==> src/rtl/iats_cfg.svh <==
// Purpose: Constants for the interrupt acknowledge and context block (offsets, fields, resets, timing).
// Assumes: 32-bit APB, byte addresses, one phase per i_mclk cycle, two phases per state time.
// Notes: Included by the design files; definitions only.
//
// Notes on behaviour
// - Nonmaskable input and timer capture request are sampled in phase 1.
// - External request on port0_bit7_pin is sampled in phase 2.
// - After server enable or disable, no acknowledge until the next instruction completes.
// - Server disable turns the transaction server off; server enable turns it on.
// - Context save pushes status word, both masks, window select; then clears word and masks.
// - Status word holds global enable and server enable bits beside arithmetic flags.
// - Context restore reloads status word, both masks and window select from the stack.
// - Standard forced call response takes 11 state times internal stack, 13 external.
// - Worst case request to service start is at most 56 state times.
// - Server control bits 7..5: 000 block, 001 output, 011 input, 100 single transfer.
// - Remaining server control bits mean different fields depending on the selected mode.
// - Reserved window select value misbehaves; only reset or context restore repairs it.
// - Server mode bits 110 select the analogue conversion scan mode.
`ifndef IATS_CFG_SVH
`define IATS_CFG_SVH

`define IATS_NSRC          16
`define IATS_OFF_CMD       8'h00
`define IATS_OFF_PSW       8'h04
`define IATS_OFF_MASK_LO   8'h08
`define IATS_OFF_MASK_HI   8'h0c
`define IATS_OFF_WSR       8'h10
`define IATS_OFF_SRVCON    8'h14
`define IATS_OFF_CFG       8'h18
`define IATS_OFF_STATUS    8'h1c
`define IATS_OFF_EVT       8'h20
`define IATS_OFF_EVT_MASK  8'h24
`define IATS_OFF_PENDING   8'h28

`define IATS_CMD_SAVE      0
`define IATS_CMD_RESTORE   1
`define IATS_CMD_SRV_EN    2
`define IATS_CMD_SRV_DIS   3

`define IATS_PSW_I_BIT     9
`define IATS_PSW_PSE_BIT   10
`define IATS_CFG_EXTSTK    0

`define IATS_EV_ACK        0
`define IATS_EV_LATENCY    1
`define IATS_EV_STACK      2
`define IATS_EV_WSR        3
`define IATS_NEVT          4

`define IATS_PSW_RST       16'h0000
`define IATS_MASK_RST      8'h00
`define IATS_WSR_RST       8'h00
`define IATS_SRVCON_RST    8'h00

`define IATS_MODE_BLOCK    3'b000
`define IATS_MODE_HSO      3'b001
`define IATS_MODE_HSI      3'b011
`define IATS_MODE_SINGLE   3'b100
`define IATS_MODE_SCAN     3'b110

`define IATS_PHASES_PER_ST 2
`define IATS_RESP_INT_ST   11
`define IATS_RESP_EXT_ST   13
`define IATS_LAT_MAX_ST    56

`endif

==> src/rtl/iats_pkg.sv <==
// Purpose: Types shared by the interrupt acknowledge and context block.
// Assumes: Constants come from iats_cfg.svh.
// Notes: Holds types only.
`include "iats_cfg.svh"

package iats_pkg;

    typedef struct packed {
        logic [15:0] processor_status_word;
        logic [7:0]  mask_lo;
        logic [7:0]  mask_hi;
        logic [7:0]  window_select_register;
    } iats_ctx_type;

    typedef enum logic [2:0] {
        IATS_SRV_BLOCK  = `IATS_MODE_BLOCK,
        IATS_SRV_HSO    = `IATS_MODE_HSO,
        IATS_SRV_HSI    = `IATS_MODE_HSI,
        IATS_SRV_SINGLE = `IATS_MODE_SINGLE,
        IATS_SRV_SCAN   = `IATS_MODE_SCAN,
        IATS_SRV_RSVD   = 3'b111
    } iats_srv_mode_type;

    typedef struct packed {
        iats_srv_mode_type mode;
        logic              xfer_layout;
        logic              hs_layout;
        logic [4:0]        low_bits;
    } iats_srv_type;

    typedef enum logic [1:0] {
        IATS_ST_IDLE = 2'b01,
        IATS_ST_CALL = 2'b10
    } iats_state_type;

endpackage : iats_pkg

==> src/rtl/iats_sampler.sv <==
// Purpose: Phase-selected request sampling with sticky pending bits.
// Assumes: Requests are synchronous to i_mclk and held longer than one state time.
// Notes: A new edge in the same cycle as its acknowledge clear keeps the bit set.
`timescale 1ns/100ps
`default_nettype none

module iats_sampler #(
    parameter int W = 17
) (
    input  wire logic         i_mclk,
    input  wire logic         i_rst_n,
    input  wire logic         i_ce,
    input  wire logic         i_phase2,
    input  wire logic [W-1:0] i_req,
    input  wire logic [W-1:0] i_phase1_sel,
    input  wire logic [W-1:0] i_ack_clr,
    output logic      [W-1:0] o_pending
);
    logic [W-1:0] samp_q;
    logic [W-1:0] pend_q;
    logic [W-1:0] take;
    logic [W-1:0] rise;

    // Phase 1 sources look only when i_phase2 is low, phase 2 sources only when it is high.
    assign take = i_phase2 ? ~i_phase1_sel : i_phase1_sel;
    assign rise = take & i_req & ~samp_q;

    always_ff @(posedge i_mclk) begin
        if (!i_rst_n) begin
            samp_q <= '0;
        end else if (i_ce) begin
            samp_q <= (take & i_req) | (~take & samp_q);
        end
    end

    always_ff @(posedge i_mclk) begin
        if (!i_rst_n) begin
            pend_q <= '0;
        end else if (i_ce) begin
            pend_q <= (pend_q & ~i_ack_clr) | rise;
        end
    end

    assign o_pending = pend_q;

endmodule : iats_sampler

`default_nettype wire

==> src/rtl/iats_top.sv <==
// Purpose: Interrupt acknowledge, forced call timing, context save and restore, server control decode.
// Assumes: One phase per clock; core pulses i_instr_done when an instruction completes.
// Notes: Registers on APB; pready is always high, read data is captured in the setup cycle.
`timescale 1ns/100ps
`default_nettype none

module iats_top #(
    parameter int          STACK_DEPTH = 4,
    parameter logic [7:0]  WSR_MAX     = 8'h1f,
    parameter logic [15:0] PHASE1_SRC  = 16'h0001
) (
    input  wire logic                 i_mclk,
    input  wire logic                 i_rst_n,
    input  wire logic                 i_ce,
    input  wire logic                 i_psel,
    input  wire logic                 i_penable,
    input  wire logic                 i_pwrite,
    input  wire logic [7:0]           i_paddr,
    input  wire logic [31:0]          i_pwdata,
    output logic      [31:0]          o_prdata,
    output logic                      o_pready,
    output logic                      o_pslverr,
    input  wire logic [15:0]          i_req,
    input  wire logic                 i_nmi,
    input  wire logic                 i_instr_done,
    output logic                      o_svc_start,
    output logic      [4:0]           o_svc_vector,
    output logic                      o_call_busy,
    output logic                      o_server_enable,
    output logic                      o_global_enable,
    output iats_pkg::iats_srv_type    o_srv_fields,
    output logic                      o_wsr_bad,
    output logic                      o_irq
);
    import iats_pkg::*;

    localparam int SPW = $clog2(STACK_DEPTH + 1);

    function automatic logic is_mapped(input logic [7:0] a);
        return a inside {`IATS_OFF_CMD, `IATS_OFF_PSW, `IATS_OFF_MASK_LO, `IATS_OFF_MASK_HI,
                         `IATS_OFF_WSR, `IATS_OFF_SRVCON, `IATS_OFF_CFG, `IATS_OFF_STATUS,
                         `IATS_OFF_EVT, `IATS_OFF_EVT_MASK, `IATS_OFF_PENDING};
    endfunction : is_mapped

    // Highest pending index wins; NMI is handled ahead of this.
    function automatic logic [4:0] top_index(input logic [15:0] v);
        logic [4:0] r;
        r = 5'h00;
        for (int k = 0; k < 16; k++) begin
            if (v[k]) begin
                r = 5'(k);
            end
        end
        return r;
    endfunction : top_index

    function automatic iats_srv_type decode_srv(input logic [7:0] c);
        iats_srv_type s;
        s.mode        = iats_srv_mode_type'(c[7:5]);
        s.low_bits    = c[4:0];
        s.xfer_layout = (c[7:5] == `IATS_MODE_BLOCK) || (c[7:5] == `IATS_MODE_SINGLE);
        s.hs_layout   = (c[7:5] == `IATS_MODE_HSO) || (c[7:5] == `IATS_MODE_HSI) ||
                        (c[7:5] == `IATS_MODE_SCAN);
        if (!(s.xfer_layout || s.hs_layout)) begin
            s.mode = IATS_SRV_RSVD;
        end
        return s;
    endfunction : decode_srv

    logic [15:0]       psw_q;
    logic [7:0]        mask_lo_q;
    logic [7:0]        mask_hi_q;
    logic [7:0]        wsr_q;
    logic              wsr_bad_q;
    logic [7:0]        srvcon_q;
    logic              cfg_extstk_q;
    iats_ctx_type      stack_q [STACK_DEPTH];
    logic [SPW-1:0]    sp_q;
    logic              inhibit_q;
    logic              phase_q;
    iats_state_type    state_q;
    logic [5:0]        resp_cnt_q;
    logic [5:0]        lat_cnt_q;
    logic              svc_start_q;
    logic [4:0]        svc_vec_q;
    logic [4:0]        sel_vec_q;
    logic [`IATS_NEVT-1:0] evt_q;
    logic [`IATS_NEVT-1:0] evt_mask_q;
    logic [31:0]       prdata_q;
    logic              pslverr_q;

    logic              wr_en;
    logic              rd_setup;
    logic [16:0]       pending;
    logic [16:0]       ack_clr;
    logic [15:0]       enabled;
    logic              eligible;
    logic              accept;
    logic              tick;
    logic              cmd_save;
    logic              cmd_restore;
    logic              cmd_srv;
    logic              stk_err;
    logic              wsr_err;
    logic              lat_err;
    logic [`IATS_NEVT-1:0] evt_set;
    iats_ctx_type      cur_ctx;

    assign wr_en    = i_psel && i_penable && i_pwrite && i_ce;
    assign rd_setup = i_psel && !i_penable;
    assign tick     = i_ce && phase_q;

    assign cmd_save    = wr_en && (i_paddr == `IATS_OFF_CMD) && i_pwdata[`IATS_CMD_SAVE];
    assign cmd_restore = wr_en && (i_paddr == `IATS_OFF_CMD) && i_pwdata[`IATS_CMD_RESTORE] && !cmd_save;
    assign cmd_srv     = wr_en && (i_paddr == `IATS_OFF_CMD) &&
                         (i_pwdata[`IATS_CMD_SRV_EN] || i_pwdata[`IATS_CMD_SRV_DIS]);

    iats_sampler #(
        .W (17)
    ) u_sampler (
        .i_mclk       (i_mclk),
        .i_rst_n      (i_rst_n),
        .i_ce         (i_ce),
        .i_phase2     (phase_q),
        .i_req        ({i_nmi, i_req}),
        .i_phase1_sel ({1'b1, PHASE1_SRC}),
        .i_ack_clr    (ack_clr),
        .o_pending    (pending)
    );

    // A state time is two clocks: phase_q low is phase 1, high is phase 2.
    always_ff @(posedge i_mclk) begin
        if (!i_rst_n) begin
            phase_q <= 1'b0;
        end else if (i_ce) begin
            phase_q <= ~phase_q;
        end
    end

    assign enabled  = pending[15:0] & {mask_hi_q, mask_lo_q};
    assign eligible = pending[16] || (psw_q[`IATS_PSW_I_BIT] && (|enabled));
    assign accept   = i_ce && (state_q == IATS_ST_IDLE) && !inhibit_q && eligible;

    always_comb begin
        ack_clr = '0;
        if (accept) begin
            if (pending[16]) begin
                ack_clr[16] = 1'b1;
            end else begin
                ack_clr[top_index(enabled)] = 1'b1;
            end
        end
    end

    // Inhibit is raised by either server instruction and dropped when the next one completes.
    always_ff @(posedge i_mclk) begin
        if (!i_rst_n) begin
            inhibit_q <= 1'b0;
        end else if (i_ce) begin
            if (cmd_srv) begin
                inhibit_q <= 1'b1;
            end else if (i_instr_done) begin
                inhibit_q <= 1'b0;
            end
        end
    end

    // Forced call: the response counts whole state times before the service routine starts.
    always_ff @(posedge i_mclk) begin
        if (!i_rst_n) begin
            state_q     <= IATS_ST_IDLE;
            resp_cnt_q  <= 6'h00;
            sel_vec_q   <= 5'h00;
            svc_start_q <= 1'b0;
            svc_vec_q   <= 5'h00;
        end else if (i_ce) begin
            svc_start_q <= 1'b0;
            unique case (state_q)
                IATS_ST_IDLE: begin
                    if (accept) begin
                        state_q    <= IATS_ST_CALL;
                        sel_vec_q  <= pending[16] ? 5'h10 : top_index(enabled);
                        resp_cnt_q <= cfg_extstk_q ? 6'(`IATS_RESP_EXT_ST) : 6'(`IATS_RESP_INT_ST);
                    end
                end
                IATS_ST_CALL: begin
                    if (tick) begin
                        resp_cnt_q <= resp_cnt_q - 6'h01;
                        if (resp_cnt_q == 6'h01) begin
                            state_q     <= IATS_ST_IDLE;
                            svc_start_q <= 1'b1;
                            svc_vec_q   <= sel_vec_q;
                        end
                    end
                end
            endcase
        end
    end

    // Latency from an eligible request to service start; overrun beyond the bound is flagged.
    always_ff @(posedge i_mclk) begin
        if (!i_rst_n) begin
            lat_cnt_q <= 6'h00;
        end else if (i_ce) begin
            if (svc_start_q) begin
                lat_cnt_q <= 6'h00;
            end else if (tick && (eligible || state_q == IATS_ST_CALL) && lat_cnt_q != 6'h3f) begin
                lat_cnt_q <= lat_cnt_q + 6'h01;
            end
        end
    end
    assign lat_err = tick && (lat_cnt_q == 6'(`IATS_LAT_MAX_ST)) && !svc_start_q;

    assign cur_ctx = '{processor_status_word: psw_q, mask_lo: mask_lo_q, mask_hi: mask_hi_q, window_select_register: wsr_q};
    assign stk_err = (cmd_save && sp_q == SPW'(STACK_DEPTH)) || (cmd_restore && sp_q == '0);
    assign wsr_err = wr_en && (i_paddr == `IATS_OFF_WSR) && !wsr_bad_q && (i_pwdata[7:0] > WSR_MAX);

    // Context registers; save and restore go through a flip-flop stack indexed by sp_q.
    always_ff @(posedge i_mclk) begin
        if (!i_rst_n) begin
            psw_q     <= `IATS_PSW_RST;
            mask_lo_q <= `IATS_MASK_RST;
            mask_hi_q <= `IATS_MASK_RST;
            wsr_q     <= `IATS_WSR_RST;
            wsr_bad_q <= 1'b0;
            sp_q      <= '0;
        end else if (i_ce) begin
            if (cmd_save && !stk_err) begin
                stack_q[sp_q[$clog2(STACK_DEPTH)-1:0]] <= cur_ctx;
                sp_q      <= sp_q + SPW'(1);
                psw_q     <= `IATS_PSW_RST;
                mask_lo_q <= `IATS_MASK_RST;
                mask_hi_q <= `IATS_MASK_RST;
            end else if (cmd_restore && !stk_err) begin
                psw_q     <= stack_q[sp_q[$clog2(STACK_DEPTH)-1:0] - 1'b1].processor_status_word;
                mask_lo_q <= stack_q[sp_q[$clog2(STACK_DEPTH)-1:0] - 1'b1].mask_lo;
                mask_hi_q <= stack_q[sp_q[$clog2(STACK_DEPTH)-1:0] - 1'b1].mask_hi;
                wsr_q     <= stack_q[sp_q[$clog2(STACK_DEPTH)-1:0] - 1'b1].window_select_register;
                wsr_bad_q <= stack_q[sp_q[$clog2(STACK_DEPTH)-1:0] - 1'b1].window_select_register > WSR_MAX;
                sp_q      <= sp_q - SPW'(1);
            end else if (wr_en) begin
                unique case (i_paddr)
                    `IATS_OFF_CMD: begin
                        if (i_pwdata[`IATS_CMD_SRV_DIS]) begin
                            psw_q[`IATS_PSW_PSE_BIT] <= 1'b0;
                        end else if (i_pwdata[`IATS_CMD_SRV_EN]) begin
                            psw_q[`IATS_PSW_PSE_BIT] <= 1'b1;
                        end
                    end
                    `IATS_OFF_PSW:     psw_q     <= i_pwdata[15:0];
                    `IATS_OFF_MASK_LO: mask_lo_q <= i_pwdata[7:0];
                    `IATS_OFF_MASK_HI: mask_hi_q <= i_pwdata[7:0];
                    `IATS_OFF_WSR: begin
                        // Once a reserved window is loaded, writes cannot repair it.
                        if (!wsr_bad_q) begin
                            wsr_q     <= i_pwdata[7:0];
                            wsr_bad_q <= wsr_err;
                        end
                    end
                    default: begin
                    end
                endcase
            end
        end
    end

    always_ff @(posedge i_mclk) begin
        if (!i_rst_n) begin
            srvcon_q     <= `IATS_SRVCON_RST;
            cfg_extstk_q <= 1'b0;
            evt_mask_q   <= '0;
        end else if (wr_en) begin
            if (i_paddr == `IATS_OFF_SRVCON) begin
                srvcon_q <= i_pwdata[7:0];
            end
            if (i_paddr == `IATS_OFF_CFG) begin
                cfg_extstk_q <= i_pwdata[`IATS_CFG_EXTSTK];
            end
            if (i_paddr == `IATS_OFF_EVT_MASK) begin
                evt_mask_q <= i_pwdata[`IATS_NEVT-1:0];
            end
        end
    end

    assign evt_set = {wsr_err, stk_err, lat_err, svc_start_q};

    // Write one to clear; a new event in the same cycle survives the clear.
    always_ff @(posedge i_mclk) begin
        if (!i_rst_n) begin
            evt_q <= '0;
        end else if (i_ce) begin
            if (wr_en && i_paddr == `IATS_OFF_EVT) begin
                evt_q <= (evt_q & ~i_pwdata[`IATS_NEVT-1:0]) | evt_set;
            end else begin
                evt_q <= evt_q | evt_set;
            end
        end
    end

    always_ff @(posedge i_mclk) begin
        if (!i_rst_n) begin
            prdata_q  <= 32'h0000_0000;
            pslverr_q <= 1'b0;
        end else if (i_ce && rd_setup) begin
            pslverr_q <= !is_mapped(i_paddr);
            unique case (i_paddr)
                `IATS_OFF_PSW:      prdata_q <= {16'h0000, psw_q};
                `IATS_OFF_MASK_LO:  prdata_q <= {24'h000000, mask_lo_q};
                `IATS_OFF_MASK_HI:  prdata_q <= {24'h000000, mask_hi_q};
                `IATS_OFF_WSR:      prdata_q <= {24'h000000, wsr_q};
                `IATS_OFF_SRVCON:   prdata_q <= {24'h000000, srvcon_q};
                `IATS_OFF_CFG:      prdata_q <= {31'h0000_0000, cfg_extstk_q};
                `IATS_OFF_STATUS:   prdata_q <= {16'h0000, 8'(sp_q), 2'b00, lat_cnt_q > 6'(`IATS_LAT_MAX_ST),
                                                 wsr_bad_q, inhibit_q, state_q == IATS_ST_CALL, phase_q, 1'b0};
                `IATS_OFF_EVT:      prdata_q <= {28'h000_0000, evt_q};
                `IATS_OFF_EVT_MASK: prdata_q <= {28'h000_0000, evt_mask_q};
                `IATS_OFF_PENDING:  prdata_q <= {15'h0000, pending};
                default:            prdata_q <= 32'h0000_0000;
            endcase
        end
    end

    assign o_prdata        = prdata_q;
    assign o_pready        = 1'b1;
    assign o_pslverr       = pslverr_q & i_psel & i_penable;
    assign o_svc_start     = svc_start_q;
    assign o_svc_vector    = svc_vec_q;
    assign o_call_busy     = (state_q == IATS_ST_CALL);
    assign o_server_enable = psw_q[`IATS_PSW_PSE_BIT];
    assign o_global_enable = psw_q[`IATS_PSW_I_BIT];
    assign o_srv_fields    = decode_srv(srvcon_q);
    assign o_wsr_bad       = wsr_bad_q;
    assign o_irq           = |(evt_q & evt_mask_q);

endmodule : iats_top

`default_nettype wire

==> config.mk <==
export PLATFORM = sky130hd
export DESIGN_NAME = iats_top
export DESIGN_NICKNAME = d
export VERILOG_FILES = /design/src/rtl/iats_pkg.sv /design/src/rtl/iats_sampler.sv /design/src/rtl/iats_top.sv
export VERILOG_INCLUDE_DIRS = /design/src /design/src/rtl
export SDC_FILE = /design/constraint.sdc
export NUM_CORES = 1
export LEC_CHECK = 0
export BUFFER_PORTS_ARGS = -buffer_cell sky130_fd_sc_hd__buf_4
export CAP_MARGIN = 20
export CORE_MARGIN = 5
export CORE_UTILIZATION = 60
export DETAILED_ROUTE_END_ITERATION = 6
export PLACE_DENSITY = 0.88
export SLEW_MARGIN = 20
export SYNTH_ARGS = -nofsm -noshare
export SYNTH_HDL_FRONTEND = slang
export SYNTH_SLANG_ARGS = --single-unit
==> constraint.sdc <==
create_clock -name i_mclk -period 9.8 [get_ports i_mclk]
set_input_delay 0.49 -clock i_mclk [delete_from_list [all_inputs] [get_ports i_mclk]]
set_output_delay 0.49 -clock i_mclk [all_outputs]
set_load 0.03 [all_outputs]
==> impl_metrics.py <==
metrics = {
    "clock_network": {
        "cts_resized": 0,
        "worstSkewPairLatency_ns": 0.56,
        "cts_sinks": 300,
        "postCtsSetupBuffers": 0,
        "cts-root-buf": "clkbuf_16",
        "postCtsHoldBufs": 0,
        "clk_pin_slew_worst_paths_ns": 0.07,
        "clock_path_buffers": 3,
        "h-tree-depth": 1,
        "cts_buffers": 29,
        "cts_tree": "yes",
    },
    "final_layout": {
        "syn2layout_area_growth_pct": 12.6,
        "drive_gt1_share_pct": 17.8,
        "multi_input_area_sq_um": 5170,
        "antenna_cells": 0,
        "fin_nets": 1254,
        "ff_latch_area_sq_um": 7610,
        "fin_cells": 1484,
        "fill_cells": 1454,
    },
    "global_routing": {
        "grt_pass1_wl_um": 54700,
        "grtUsageMet1_pct": 37.2,
        "use_met2_pct": 45.3,
        "gr-max-usage-layer": "met2",
        "grt.total_usage_pct": 28.1,
        "antenna_found_initial": 0,
        "grt_max_degree": 92,
        "grt_overflow": 0,
        "met3_usage_pct": 5.93,
        "grt_pass1_vias": 9759,
    },
    "routing": {
        "vias": 9984,
        "drt_iter0_drc": 1462,
        "vias_per_cell": 6.73,
        "routed_wl_um": 35400,
        "ant_nets": 0,
        "wire_per_inst_um": 23.9,
        "drc": 0,
        "dr.pass1.iters": 5,
    },
    "pwr": {
        "p_comb_share_pct": 4.3,
        "p_int_w": 0.00202,
        "leakagePower_nw": 5.54,
        "switching_share_pct": 22.1,
        "peakVddDrop_mv": 0.130,
        "power_frac_clock_pct": 44.1,
        "seq_power_share_pct": 51.6,
        "powerDensity_nw_per_um2": 174,
        "p_sw_w": 0.000571,
    },
    "die": {
        "io_pins": 119,
        "fp.coreArea_sq_um": 21800,
        "fp.dieH_um": 159,
        "die_w_um": 159,
        "initial_core_util_pct": 60.8,
        "rows": 54,
        "die-area_sq_um": 25100,
    },
    "job": {
        "cap_viol_max_count": 0,
    },
    "synth": {
        "synthDistinctLibCells": 80,
        "netlist_instances": 1127,
        "synth_top_area_share_pct": 36.3,
        "yosysSeqAreaShare_pct": 57.5,
        "synth_area_leaders": "edfxtp_1 (36%), dfxtp_1 (21%), mux4_2 (6.8%), nand2_1 (3.7%), nand3_1 (2.3%)",
        "synth_edf_count": 160,
        "ys_ff_latch": 300,
        "synth.largest_area_cell": "edfxtp_1",
        "async_flop_share_pct": 0,
        "syn_avg_cell_area_sq_um": 11.7,
        "yosysWarnings": 0,
        "synth_area_sq_um": 13200,
        "yosys_most_used_dff": "edfxtp_1",
    },
    "placed_design": {
        "place_hpwl_um": 21800,
        "port_buffers": 86,
        "place_congestion": 0.953,
        "placedCellCount": 1429,
    },
    "sta": {
        "period_needed_ns": 3.72,
        "finalMaxSlewViolations": 0,
        "finalSetupTns_ns": 0,
        "fmax_mhz": 268,
        "fin_skew_ns": 0.0279,
        "grt_setup_unrepaired": "no",
        "setup_viol": 0,
        "hold_viol": 0,
        "fin_crit_sh_pct": 38.0,
        "max_slew_margin_pct": 15.4,
        "worstMarginPinSlew_ns": 1.27,
    },
    "setup_path": {
        "worst_path_max_delay_cell": "buf_4",
        "r2r-start": "sp_q[0]",
        "setup.worst_path.start": "sp_q[0]",
        "crit_type": "reg2reg",
        "crit_path_max_fanout": 45,
        "cp_data_arrival_time_ns": 3.89,
        "start_kind": "flop",
        "critPathMaxStageDelay_ns": 0.68,
        "critPathTopFamily": "simple AND/OR/NAND/NOR gates",
        "cp-end-kind": "flop",
        "path_cells": "buf_4, inv_1, ha_1, nand2_1, nand2_1, nor3_4, and3_1, and2_4",
        "required_ns": 9.96,
        "cp_common_cell": "nand2_1",
        "critPathBufInv": 2,
    },
    "min_path": {
        "min_path_type": "in2reg",
        "holdCritStartpoint": "i_req[9]",
    },
    "run_status": {
        "status": "complete, no violations",
    },
}
[power groups by stage]
stage / logic [W] / clock network, W / registers, W
4_1_cts: 0.000109 / 0.00114 / 0.00133
3_5_place_dp: 0.000107 / 0 / 0.00136
5_1_grt: 0.000119 / 0.00120 / 0.00133
2_1_floorplan: 0.0000752 / 0 / 0.00136
3_3_place_gp: 0.000104 / 0 / 0.00136
6_report: 0.000111 / 0.00114 / 0.00133
[routing by layer]
metal	vias up	share of wire, %
met4	0	5.4
met5	-	0
met3	152	11
met1	4814	36
met2	727	47
li1	4291	-
[cells in the final DEF, fill, tap and decap left out, types with 16 or more instances in the layout]
cell       instances
edfxtp_1         160
dfxtp_1          139
nand2_1          129
buf_4             95
nor2_1            77
nand3_1           61
a21oi_1           51
mux4_2            40
o21ai_0           31
o31ai_1           31
clkbuf_16         29
mux2i_1           23
a21boi_0          22
inv_1             21
nor2b_1           16
nor3b_1           16
conb_1            16
[registers in the layout, summed over array words and instances, names as in the netlist, 2 cells and up, named ones only]
register / flops
state_q: 2
srvcon_q: 8
sp_q: 3
stack_q: 160
evt_q: 4
sel_vec_q: 5
u_sampler.o_pending: 17
evt_mask_q: 4
psw_q: 16
o_prdata: 17
resp_cnt_q: 6
o_svc_vector: 5
wsr_q: 8
mask_lo_q: 8
mask_hi_q: 8
lat_cnt_q: 6
[area by class of cell]
cell class	count	area share [%]
flip-flops and latches	300	51.0
multi-input cells	733	34.7
clock buffers	36	5.31
repair buffers	96	4.86
well taps	280	2.35
clock inverters	18	1.25
inverters	21	0.529
[Yosys cell counts, types with 5 or more instances]
master and number:
edfxtp_1 160, dfxtp_1 140, nand2_1 129, nor2_1 77, nand3_1 61, a21oi_1 51, mux4_2 40, clkbuf_1 36
o21ai_0 31, o31ai_1 31, buf_4 26, mux2i_1 23, a21boi_0 22, inv_1 21, nor2b_1 16, nor3b_1 16
a22o_1 13, a22oi_1 13, nor3_1 13, buf_2 12, a31oi_1 11, and3_1 11, a221oi_1 10, a21o_1 9
and2_1 9, buf_1 9, nand3b_1 9, ha_1 8, nand2b_1 8, o21a_1 8, nor4_1 7, a311oi_1 5
xor2_1 5
[cells by family after synthesis]
logic type	Yosys count	share of synthesized area [%]
buf+inv	108	4.14
flops	300	57.5
mux	66	8.80
xor+xnor	8	0.529
compound gates	244	13.1
other cells	2	0.0567
simple gates	390	15.0
fa+ha+maj	9	0.908
[worst reg2reg max path: cells and delay by family, from the launching register on]
family	cells	cell delay, ns
DFF	1	0.32
adders and majority gates	1	0.32
and+or+nand+nor	5	1.76
buffers and inverters	2	0.92
[metrics by stage]
stage	util (%)	total power [W]	hold slack, ns	setup WS [ns]	area [sq um]
5_1_grt	68.5	0.00265	0.202	5.82	14900
6_report	68.5	0.00259	0.199	6.08	14900
2_1_floorplan	-	0.00143	0.431	6.09	13300
4_1_cts	68.4	0.00258	0.185	5.74	14900
3_5_place_dp	63.9	0.00147	0.451	5.80	13900
3_3_place_gp	63.9	0.00146	0.437	5.87	13900
[path summary, 6_finish.rpt]
kind              depth (start not counted)        endpoint  slack (ns)
setup reg to reg                          8  stack_q[2][17]        6.08
setup / recovery                          8  stack_q[2][17]        6.08
hold reg to reg                           2            flop        0.46
hold / removal                            3            flop        0.20
No activity file was read; power rests on OpenSTA's default activity.
